$ cat config.mk
export PLATFORM = sky130hd
export DESIGN_NAME = usb_flags_top
export DESIGN_NICKNAME = d
export VERILOG_FILES = /design/src/usb_flags_pkg.sv /design/src/usb_flags_top.sv /design/src/usb_idle_timer.sv
export SDC_FILE = /design/constraint.sdc
export NUM_CORES = 1
export LEC_CHECK = 0
export ABC_AREA = 1
export BUFFER_PORTS_ARGS = -buffer_cell sky130_fd_sc_hd__buf_2
export CORE_ASPECT_RATIO = 0.9
export CORE_MARGIN = 2
export CORE_UTILIZATION = 35
export CTS_CLUSTER_DIAMETER = 80
export DETAILED_ROUTE_END_ITERATION = 10
export PLACE_DENSITY_LB_ADDON = 0.3
export SLEW_MARGIN = 20
export SYNTH_ARGS = -nofsm -noshare
export SYNTH_HDL_FRONTEND = slang
export SYNTH_SLANG_ARGS = --single-unit
$ cat constraint.sdc
create_clock -name CLK -period 4.6 [get_ports CLK]
set_clock_uncertainty 0.15 [all_clocks]
set_input_delay 0.69 -clock CLK [delete_from_list [all_inputs] [get_ports CLK]]
set_output_delay 0.69 -clock CLK [all_outputs]
set_load 0.02 [all_outputs]
$ cat src/usb_flags_pkg.sv
// Shared constants for the global flag block: register map, bit positions and timing.
package usb_flags_pkg;
	localparam int ADDR_W = 8;
	localparam int DATA_W = 32;

	// Register byte offsets.
	localparam logic [7:0] OFF_FLAGS = 8'h00;
	localparam logic [7:0] OFF_ENABLE = 8'h04;
	localparam logic [7:0] OFF_DEV_CTRL = 8'h08;
	localparam logic [7:0] OFF_DEV_CFG = 8'h0c;
	localparam logic [7:0] OFF_DEV_STAT = 8'h10;
	localparam logic [7:0] OFF_BUS_CTRL = 8'h14;

	// Bit positions in global_flags_reg.
	localparam int B_IN_EP = 18;
	localparam int B_EOPF = 15;
	localparam int B_ISO_DROP = 14;
	localparam int B_ENUM = 13;
	localparam int B_RST = 12;
	localparam int B_SP = 11;
	localparam int B_ESP = 10;
	localparam int B_GLOBAL_OUT_NACK_ACTIVE = 7;
	localparam int B_GINAK = 6;
	localparam int B_NPTXFE = 5;
	localparam int B_RXFNE = 4;
	localparam int B_SOF = 3;
	localparam int B_DUAL = 2;
	localparam int B_MF = 1;
	localparam int B_ROLE = 0;

	// Bits that software clears by writing 1; every other bit ignores writes.
	localparam logic [31:0] W1C_MASK = 32'h0000_fc0a;
	// Bits that may be enabled onto the interrupt request.
	localparam logic [31:0] ENABLE_MASK = 32'h0004_fcfe;

	// Device control register fields.
	localparam int B_SET_OUT_NAK = 0;
	localparam int B_CLR_OUT_NAK = 1;
	localparam int B_SET_IN_NAK = 2;
	localparam int B_CLR_IN_NAK = 3;
	localparam int B_OUT_NAK_REQ = 4;
	localparam int B_IN_NAK_REQ = 5;

	// Device config, device status and bus control fields.
	localparam int B_FRAME_END_LSB = 0;
	localparam int B_SUSPENDED = 0;
	localparam int B_SPEED_LSB = 1;
	localparam int B_FRAME_LSB = 8;
	localparam int B_TX_LEVEL = 0;

	localparam logic [1:0] RESP_OKAY = 2'h0;
	localparam logic [1:0] RESP_SLVERR = 2'h2;

	// Bus idle time before suspend.
	localparam int IDLE_TIME_US = 3000;
	localparam int CLK_MHZ = 100;
	localparam int IDLE_CYCLES = IDLE_TIME_US * CLK_MHZ;
	localparam int IDLE_CNT_W = 20;
endpackage

$ cat src/usb_flags_top.sv
// Global interrupt flag block with its AXI4-Lite register slave.
`timescale 1ns/1ps
module usb_flags_top #(
	parameter int IDLE_CYCLES = usb_flags_pkg::IDLE_CYCLES
) (
	input wire logic CLK,
	input wire logic RSTN,
	input wire logic [7:0] AWADDR,
	input wire logic AWVALID,
	output logic AWREADY,
	input wire logic [31:0] WDATA,
	input wire logic [3:0] WSTRB,
	input wire logic WVALID,
	output logic WREADY,
	output logic BVALID,
	output logic [1:0] BRESP,
	input wire logic BREADY,
	input wire logic [7:0] ARADDR,
	input wire logic ARVALID,
	output logic ARREADY,
	output logic RVALID,
	output logic [31:0] RDATA,
	output logic [1:0] RRESP,
	input wire logic RREADY,
	input wire logic HOST_MODE,
	input wire logic IN_EP_PENDING,
	input wire logic DUAL_ROLE_PENDING,
	input wire logic FRAME_MARK,
	input wire logic [1:0] FRAME_MARK_POINT,
	input wire logic ISO_OUT_DROP,
	input wire logic ENUM_DONE,
	input wire logic [1:0] ENUM_SPEED,
	input wire logic BUS_RESET,
	input wire logic BUS_IDLE,
	input wire logic OUT_NACK_ACTIVE,
	input wire logic IN_NACK_ACTIVE,
	input wire logic TX_HALF_EMPTY,
	input wire logic TX_EMPTY,
	input wire logic RX_NONEMPTY,
	input wire logic SOF_PREPARE,
	input wire logic SOF_RECEIVED,
	input wire logic [10:0] SOF_FRAME,
	output logic IRQ,
	output logic OUT_NACK_REQ,
	output logic IN_NACK_REQ,
	output logic SUSPENDED
);
	typedef struct packed {
		logic awready;
		logic aw_got;
		logic [7:0] awaddr;
		logic wready;
		logic w_got;
		logic [31:0] wdata;
		logic [3:0] wstrb;
		logic bvalid;
		logic [1:0] bresp;
		logic arready;
		logic rvalid;
		logic [31:0] rdata;
		logic [1:0] rresp;
		logic [31:0] sticky;
		logic [31:0] enable;
		logic out_req;
		logic in_req;
		logic [1:0] frame_end_point;
		logic tx_level;
		logic [1:0] speed;
		logic [10:0] frame;
		logic suspended;
		logic host;
		logic in_ep;
		logic dual;
		logic out_act;
		logic in_act;
		logic tx_half;
		logic tx_empty;
		logic rx_ne;
		logic irq;
	} state_t;

	state_t s_q;
	state_t s_d;
	logic idle_expired;

	usb_idle_timer #(
		.CYCLES(IDLE_CYCLES)
	) u_idle (
		.clk(CLK),
		.rstn(RSTN),
		.idle(BUS_IDLE && !HOST_MODE),
		.expired(idle_expired)
	);

	// Registers that only make sense while the core acts as a device.
	function automatic logic device_only(input logic [7:0] addr);
		device_only = (addr == usb_flags_pkg::OFF_DEV_CTRL) ||
			(addr == usb_flags_pkg::OFF_DEV_CFG) ||
			(addr == usb_flags_pkg::OFF_DEV_STAT);
	endfunction

	function automatic logic mapped(input logic [7:0] addr);
		mapped = (addr == usb_flags_pkg::OFF_FLAGS) || (addr == usb_flags_pkg::OFF_ENABLE) ||
			device_only(addr) || (addr == usb_flags_pkg::OFF_BUS_CTRL);
	endfunction

	// Full flag word: sticky bits plus the live summary and level bits.
	function automatic logic [31:0] flag_view(input state_t s);
		logic [31:0] v;
		v = s.sticky;
		v[usb_flags_pkg::B_IN_EP] = s.in_ep && !s.host;
		v[usb_flags_pkg::B_DUAL] = s.dual;
		v[usb_flags_pkg::B_GLOBAL_OUT_NACK_ACTIVE] = s.out_act && !s.host;
		v[usb_flags_pkg::B_GINAK] = s.in_act && !s.host;
		v[usb_flags_pkg::B_NPTXFE] = s.host && (s.tx_level ? s.tx_empty : s.tx_half);
		v[usb_flags_pkg::B_RXFNE] = s.rx_ne;
		v[usb_flags_pkg::B_ROLE] = s.host;
		flag_view = v;
	endfunction

	function automatic logic [31:0] byte_mask(input logic [3:0] strb);
		byte_mask = {{8{strb[3]}}, {8{strb[2]}}, {8{strb[1]}}, {8{strb[0]}}};
	endfunction

	always_comb begin
		logic [31:0] wd;
		logic [31:0] wm;
		logic [31:0] set;
		logic [31:0] clr;
		logic fault;
		wd = '0;
		wm = '0;
		set = '0;
		clr = '0;
		fault = 1'b0;
		s_d = s_q;

		s_d.host = HOST_MODE;
		s_d.in_ep = IN_EP_PENDING;
		s_d.dual = DUAL_ROLE_PENDING;
		s_d.out_act = OUT_NACK_ACTIVE;
		s_d.in_act = IN_NACK_ACTIVE;
		s_d.tx_half = TX_HALF_EMPTY;
		s_d.tx_empty = TX_EMPTY;
		s_d.rx_ne = RX_NONEMPTY;

		// Write address and data are taken independently, in either order.
		if (AWVALID && s_q.awready) begin
			s_d.awaddr = AWADDR;
			s_d.aw_got = 1'b1;
		end
		if (WVALID && s_q.wready) begin
			s_d.wdata = WDATA;
			s_d.wstrb = WSTRB;
			s_d.w_got = 1'b1;
		end
		if (s_q.bvalid && BREADY) begin
			s_d.bvalid = 1'b0;
		end
		if (s_q.aw_got && s_q.w_got && !s_q.bvalid) begin
			s_d.aw_got = 1'b0;
			s_d.w_got = 1'b0;
			s_d.bvalid = 1'b1;
			s_d.bresp = usb_flags_pkg::RESP_OKAY;
			wm = byte_mask(s_q.wstrb);
			wd = s_q.wdata & wm;
			if (!mapped(s_q.awaddr)) begin
				s_d.bresp = usb_flags_pkg::RESP_SLVERR;
			end else if (s_q.host && device_only(s_q.awaddr)) begin
				fault = 1'b1;
			end else begin
				unique case (s_q.awaddr)
					usb_flags_pkg::OFF_FLAGS: begin
						clr = wd & usb_flags_pkg::W1C_MASK;
					end
					usb_flags_pkg::OFF_ENABLE: begin
						s_d.enable = ((s_q.enable & ~wm) | wd) & usb_flags_pkg::ENABLE_MASK;
					end
					usb_flags_pkg::OFF_DEV_CTRL: begin
						// Set wins when software asks for both in one write.
						if (wd[usb_flags_pkg::B_CLR_OUT_NAK]) begin
							s_d.out_req = 1'b0;
						end
						if (wd[usb_flags_pkg::B_SET_OUT_NAK]) begin
							s_d.out_req = 1'b1;
						end
						if (wd[usb_flags_pkg::B_CLR_IN_NAK]) begin
							s_d.in_req = 1'b0;
						end
						if (wd[usb_flags_pkg::B_SET_IN_NAK]) begin
							s_d.in_req = 1'b1;
						end
					end
					usb_flags_pkg::OFF_DEV_CFG: begin
						if (wm[usb_flags_pkg::B_FRAME_END_LSB]) begin
							s_d.frame_end_point = wd[usb_flags_pkg::B_FRAME_END_LSB +: 2];
						end
					end
					usb_flags_pkg::OFF_BUS_CTRL: begin
						if (wm[usb_flags_pkg::B_TX_LEVEL]) begin
							s_d.tx_level = wd[usb_flags_pkg::B_TX_LEVEL];
						end
					end
					default: begin
					end
				endcase
			end
		end

		// Read channel: one read in flight, data registered one cycle after the address.
		if (s_q.rvalid && RREADY) begin
			s_d.rvalid = 1'b0;
			s_d.arready = 1'b1;
		end
		if (ARVALID && s_q.arready) begin
			s_d.arready = 1'b0;
			s_d.rvalid = 1'b1;
			s_d.rdata = '0;
			s_d.rresp = usb_flags_pkg::RESP_OKAY;
			if (!mapped(ARADDR)) begin
				s_d.rresp = usb_flags_pkg::RESP_SLVERR;
			end else if (s_q.host && device_only(ARADDR)) begin
				fault = 1'b1;
			end else begin
				unique case (ARADDR)
					usb_flags_pkg::OFF_FLAGS: begin
						s_d.rdata = flag_view(s_q);
					end
					usb_flags_pkg::OFF_ENABLE: begin
						s_d.rdata = s_q.enable;
					end
					usb_flags_pkg::OFF_DEV_CTRL: begin
						s_d.rdata[usb_flags_pkg::B_OUT_NAK_REQ] = s_q.out_req;
						s_d.rdata[usb_flags_pkg::B_IN_NAK_REQ] = s_q.in_req;
					end
					usb_flags_pkg::OFF_DEV_CFG: begin
						s_d.rdata[usb_flags_pkg::B_FRAME_END_LSB +: 2] = s_q.frame_end_point;
					end
					usb_flags_pkg::OFF_DEV_STAT: begin
						s_d.rdata[usb_flags_pkg::B_SUSPENDED] = s_q.suspended;
						s_d.rdata[usb_flags_pkg::B_SPEED_LSB +: 2] = s_q.speed;
						s_d.rdata[usb_flags_pkg::B_FRAME_LSB +: 11] = s_q.frame;
					end
					usb_flags_pkg::OFF_BUS_CTRL: begin
						s_d.rdata[usb_flags_pkg::B_TX_LEVEL] = s_q.tx_level;
					end
					default: begin
					end
				endcase
			end
		end

		// Hardware events; device-role events are gated by the sampled role.
		if (!s_q.host) begin
			set[usb_flags_pkg::B_EOPF] = FRAME_MARK && (FRAME_MARK_POINT == s_q.frame_end_point);
			set[usb_flags_pkg::B_ISO_DROP] = ISO_OUT_DROP;
			set[usb_flags_pkg::B_ENUM] = ENUM_DONE;
			set[usb_flags_pkg::B_RST] = BUS_RESET;
			set[usb_flags_pkg::B_SP] = idle_expired;
			set[usb_flags_pkg::B_ESP] = idle_expired;
			set[usb_flags_pkg::B_SOF] = SOF_RECEIVED;
		end else begin
			set[usb_flags_pkg::B_SOF] = SOF_PREPARE;
		end
		set[usb_flags_pkg::B_MF] = fault;
		if (!s_q.host && ENUM_DONE) begin
			s_d.speed = ENUM_SPEED;
		end
		if (!s_q.host && SOF_RECEIVED) begin
			s_d.frame = SOF_FRAME;
		end
		if (!BUS_IDLE || s_q.host) begin
			s_d.suspended = 1'b0;
		end else if (idle_expired) begin
			s_d.suspended = 1'b1;
		end

		// A set in the same cycle as a software clear wins, so no event is lost.
		s_d.sticky = ((s_q.sticky & ~clr) | set) & usb_flags_pkg::W1C_MASK;

		s_d.awready = !s_d.aw_got && !s_d.bvalid;
		s_d.wready = !s_d.w_got && !s_d.bvalid;
		s_d.arready = !s_d.rvalid;
		// Enables only gate the request; they never touch the flags themselves.
		s_d.irq = |(flag_view(s_d) & s_d.enable);
	end

	always_ff @(posedge CLK or negedge RSTN) begin
		if (!RSTN) begin
			s_q <= '0;
		end else begin
			s_q <= s_d;
		end
	end

	assign AWREADY = s_q.awready;
	assign WREADY = s_q.wready;
	assign BVALID = s_q.bvalid;
	assign BRESP = s_q.bresp;
	assign ARREADY = s_q.arready;
	assign RVALID = s_q.rvalid;
	assign RDATA = s_q.rdata;
	assign RRESP = s_q.rresp;
	assign IRQ = s_q.irq;
	assign OUT_NACK_REQ = s_q.out_req;
	assign IN_NACK_REQ = s_q.in_req;
	assign SUSPENDED = s_q.suspended;
endmodule

$ cat src/usb_idle_timer.sv
// Bus idle timer that pulses once after a full idle period.
`timescale 1ns/1ps
module usb_idle_timer #(
	parameter int CYCLES = usb_flags_pkg::IDLE_CYCLES
) (
	input wire logic clk,
	input wire logic rstn,
	input wire logic idle,
	output logic expired
);
	typedef struct packed {
		logic [usb_flags_pkg::IDLE_CNT_W-1:0] cnt;
		logic done;
		logic pulse;
	} timer_t;

	timer_t s_q;
	timer_t s_d;

	always_comb begin
		s_d = s_q;
		s_d.pulse = 1'b0;
		if (!idle) begin
			// Any bus activity rearms the timer so the next idle period is seen fresh.
			s_d.cnt = '0;
			s_d.done = 1'b0;
		end else if (!s_q.done) begin
			if (s_q.cnt == usb_flags_pkg::IDLE_CNT_W'(CYCLES - 1)) begin
				s_d.done = 1'b1;
				s_d.pulse = 1'b1;
			end else begin
				s_d.cnt = s_q.cnt + 1'b1;
			end
		end
	end

	always_ff @(posedge clk or negedge rstn) begin
		if (!rstn) begin
			s_q <= '0;
		end else begin
			s_q <= s_d;
		end
	end

	assign expired = s_q.pulse;
endmodule

==> results.md <==
- The flow ran to the end, and the final reports show no timing, DRC or antenna violations.
- In this run, distinct cell masters in the synthesized netlist total 46.
- The vertical die dimension is 133.6 um.
- In the global route stage, overall resource usage came out at 17.21%.
- By count the netlist is led by nand2_1 (229), dfrtp_1 (127), inv_1 (92).
- The signal on the critical path passes through inv_1 -> nand3_1 -> inv_2 -> nand4_1 -> nand2_1 -> nand2_1 -> nand2_1 -> nand4_1 -> nor2_1 -> nand3_1.
- The die outline area is 0.01978 mm^2.
- dfrtp_1 takes more of the synthesized area than any other cell.
- Summing the areas of all and, or, nand and nor instances in the mapped netlist gives 23.78% of the synthesized area.
- The number of global-route vias before repair was 5060.
- The global-route wire length before repair is 26390 um.
- The dominant cell type by count on the critical path is nand2_1.
- The reg2reg setup slack is 2010 ps.
- The count of warnings emitted by yosys is 0.
- The number of antenna diodes in the final layout is 0.
- The sequential element share of the synthesized area is 48.64%.
- The routed design uses 975 um of met3 wire.
- The H-tree generated during clock tree synthesis spans 4 levels.
- The proportion of synthesized area in mux cells is 3.600%.
- The critical path class is register to register.
- The cell area after synthesis is 0.006534 mm^2.
- The number of hold violations in the final report is 0.
- The synthesized design contains 0 enable-type register cells.
- STA classifies the critical path startpoint as a register.
- After detailed routing, the met2 layer carries 6740 um of wire.
- The placed wire-length estimate after detailed placement is 12000 um.
- The slowest cell on the critical path is inv_2.
- The signed area change from the synthesized netlist to the final layout is 16.99%.
- The largest fanout on the critical path is 25.
- The die is 148.0 um wide.
- By area the synthesized netlist is led by dfrtp_1 (49%), nand2_1 (13%), inv_1 (5.3%), o21ai_0 (4.5%), buf_4 (4.3%).
- The hold buffer count at CTS is 0.
- The most used flip-flop cell after synthesis is dfrtp_1.
- The region available for standard cell placement spans 0.01835 mm^2.
- After detailed routing, the wire length on met1 is 8413 um.
- The post-cts sizing count is 0.
- The number of detailed-routing iterations run before antenna repair is 6.
- The later pin in the worst-skew pair is clocked with a latency of 420 ps.
- Clock-pin slew was measured on the worst setup and hold paths at 60 ps.
- The remaining antenna violation count is 0.
- The synthesized netlist devotes 0.1915% of its cell area to adder and majority cells.
- The number of pins exceeding their max-slew limit in the final report was 0.
- After layout, the worst setup slack is 2008 ps.
- The initial core utilization is 35.61%.
- After the last flow step, the layout net total stands at 972.
- The upper clock frequency limit is 0.3859 GHz.
- The share of layout cells above drive strength 1 is 19.89%.
- After global routing the overflow that remains totals 0.
- The final route contains 5349 vias.
- In this run, placement finished with an instance count of 1108.
- TritonCTS built the clock tree.
- After technology mapping, the gate count stands at 804.
- Counting the buffers created by CTS gives 17.
- The detailed router finished its first iteration with 291 violations.
- Final hold analysis gives a worst-case slack of 166.6 ps.
- After synthesis, the mean cell area works out to 8.127 um^2.
- After detailed routing, no signal wire sits above met4.
- Entering global routing, the biggest net connects 128 pins.
- In this run the core area contains 47 standard-cell rows.
- Power spread over the standard cell area amounts to 467.1 mW/mm^2.
- The worst setup path is captured at a register.
- The initial antenna violation count came to 1.
- Cells fill 41.66% of the core in the end.
- The root cell of the clock tree is clkbuf_16.
- The proportion of netlist area held by the largest area contributor is 48.64%.
- The shortest period the worst path allows is 2592 ps.
- The worst-margin pin slew is 886.3 ps.
- The overall routed net length is 16350 um.
- The min-delay analysis places its worst path in the category input port to asynchronous set/reset pin.
- Setup repair after global routing left no endpoint under its margin.
- The required time at the worst-slack endpoint is 4740 ps.
- The overall power is 3.570 mW.
- The synthesized netlist devotes 11.13% of its cell area to compound gates.
- After routing the design area is 0.007644 mm^2.
- The clock drives 127 sinks.
- After routing, the total negative slack on setup checks comes to 0 ps.
- After synthesis, the largest family of logic cells by area is simple AND/OR/NAND/NOR gates.
- Leaving out filler cells and counting taps, the final layout contains 1140.
- In the finished design, the share of the clock period the worst path needs comes to 56.34%.
- In the final routed layout, each cell accounts on average for 14.34 um.
- Headroom to the max-slew limit came out at 40.77%.
- The reported leakage power is 3.711 nW.
- The most repeated cell in the gate-level netlist after synthesis is nand2_1.
- At the end of routability-driven placement, the weighted congestion stood at 0.8436.
- The maximum number of buffers from clock root to sink is 2.
- The post-detailed-route via-to-cell ratio is 4.692.
- In the synthesized netlist the async set-or-reset flop fraction comes to 100.0%.
- The setup slack after placement is 1857 ps.
- The total setup buffers inserted after CTS is 0.
- The cell area after placement is 0.007041 mm^2.
- Synthesis inferred 127 register bits.
- In this design, the stage delay of the slowest critical-path cell is 580 ps.
- The xor/xnor cell area share of the yosys netlist is 1.206%.
- The number of maximum-capacitance violations is 0.
- The data arrival time at the worst-slack endpoint is 2730 ps.
- Setup violations remaining at the end of the flow were counted as 0.
- The DRC violations left is 0.
- VDD sags by at most 343.2 uV.
- 134 I/O pins were placed.
- The quantity of I/O buffers inserted on ports is 100.
- After filler insertion, the fill cell instance count of the layout stands at 1915.
[flip-flops by register name (all words and copies together) (netlist names)]
name	flops
RDATA	19
WREADY	1
IN_NACK_REQ	1
BVALID	1
AWREADY	1
u_idle.s_q	21
RVALID	1
SUSPENDED	1
BRESP	1
s_q	75
u_idle.expired	1
ARREADY	1
OUT_NACK_REQ	1
IRQ	1
RRESP	1
[routing by layer]
layer,GRT usage [%],up-vias
met4,6.349,0
met3,3.219,15
li1,-,2714
met5,0,-
met2,24.49,139
met1,25.95,2481
[cells in the final DEF (no fill, tap or decap), types with 9 or more instances in the layout]
cell | netlist | routed
clkbuf_16 | 0 | 17
nor2_1 | 62 | 62
o21ai_0 | 59 | 59
nor3_1 | 13 | 13
dfrtp_1 | 127 | 127
inv_1 | 92 | 92
buf_2 | 6 | 99
xor2_1 | 9 | 9
nand2_1 | 229 | 229
mux2_2 | 20 | 20
nand4_1 | 10 | 10
a21oi_1 | 26 | 26
nand3_1 | 33 | 33
o22ai_1 | 9 | 9
conb_1 | 1 | 15
[worst max-delay path: cells and delay by family, from the launching register on]
kind                   cells  cell delay (ps)
buffers and inverters      2              650
flip-flops                 1              370
AND/OR/NAND/NOR            8             1290
[path summary, 6_finish.rpt]
check	cells past startpoint	endpoint	start
setup / recovery	10	IRQ	BVALID
max in group asynchronous	2	RDATA[9]	RSTN
min in group CLK	1	s_q[2]	TX_EMPTY
hold reg to reg	1	ARREADY	RVALID
hold / removal	2	s_q[176]	RSTN
setup reg to reg	10	IRQ	BVALID
[kinds of logic (layout without fill, tap and decap cells)]
| family | Yosys count | count (layout) |
|---|---|---|
| simple gates | 369 | 369 |
| flops | 127 | 127 |
| buf+inv | 153 | 230 |
| xor+xnor | 9 | 9 |
| mux | 21 | 21 |
| fa+ha+maj | 1 | 1 |
| other cells | 1 | 15 |
| compound gates | 123 | 123 |
[final cells by class]
class,count,area [um^2],area share (%)
Clock buffer,21,470.5,6.155
Multi-Input combinational cell,538,2664,34.85
Timing Repair Buffer,101,523.0,6.842
Tap cell,245,306.5,4.010
Sequential cell,127,3178,41.58
Inverter,97,369.1,4.829
Clock inverter,11,132.6,1.735
[where the power goes]
part	switching, mW	internal, mW
Sequential	0.147	1.32
Clock	0.512	0.845
Combinational	0.482	0.262
Power figures use the tool's default switching activity.
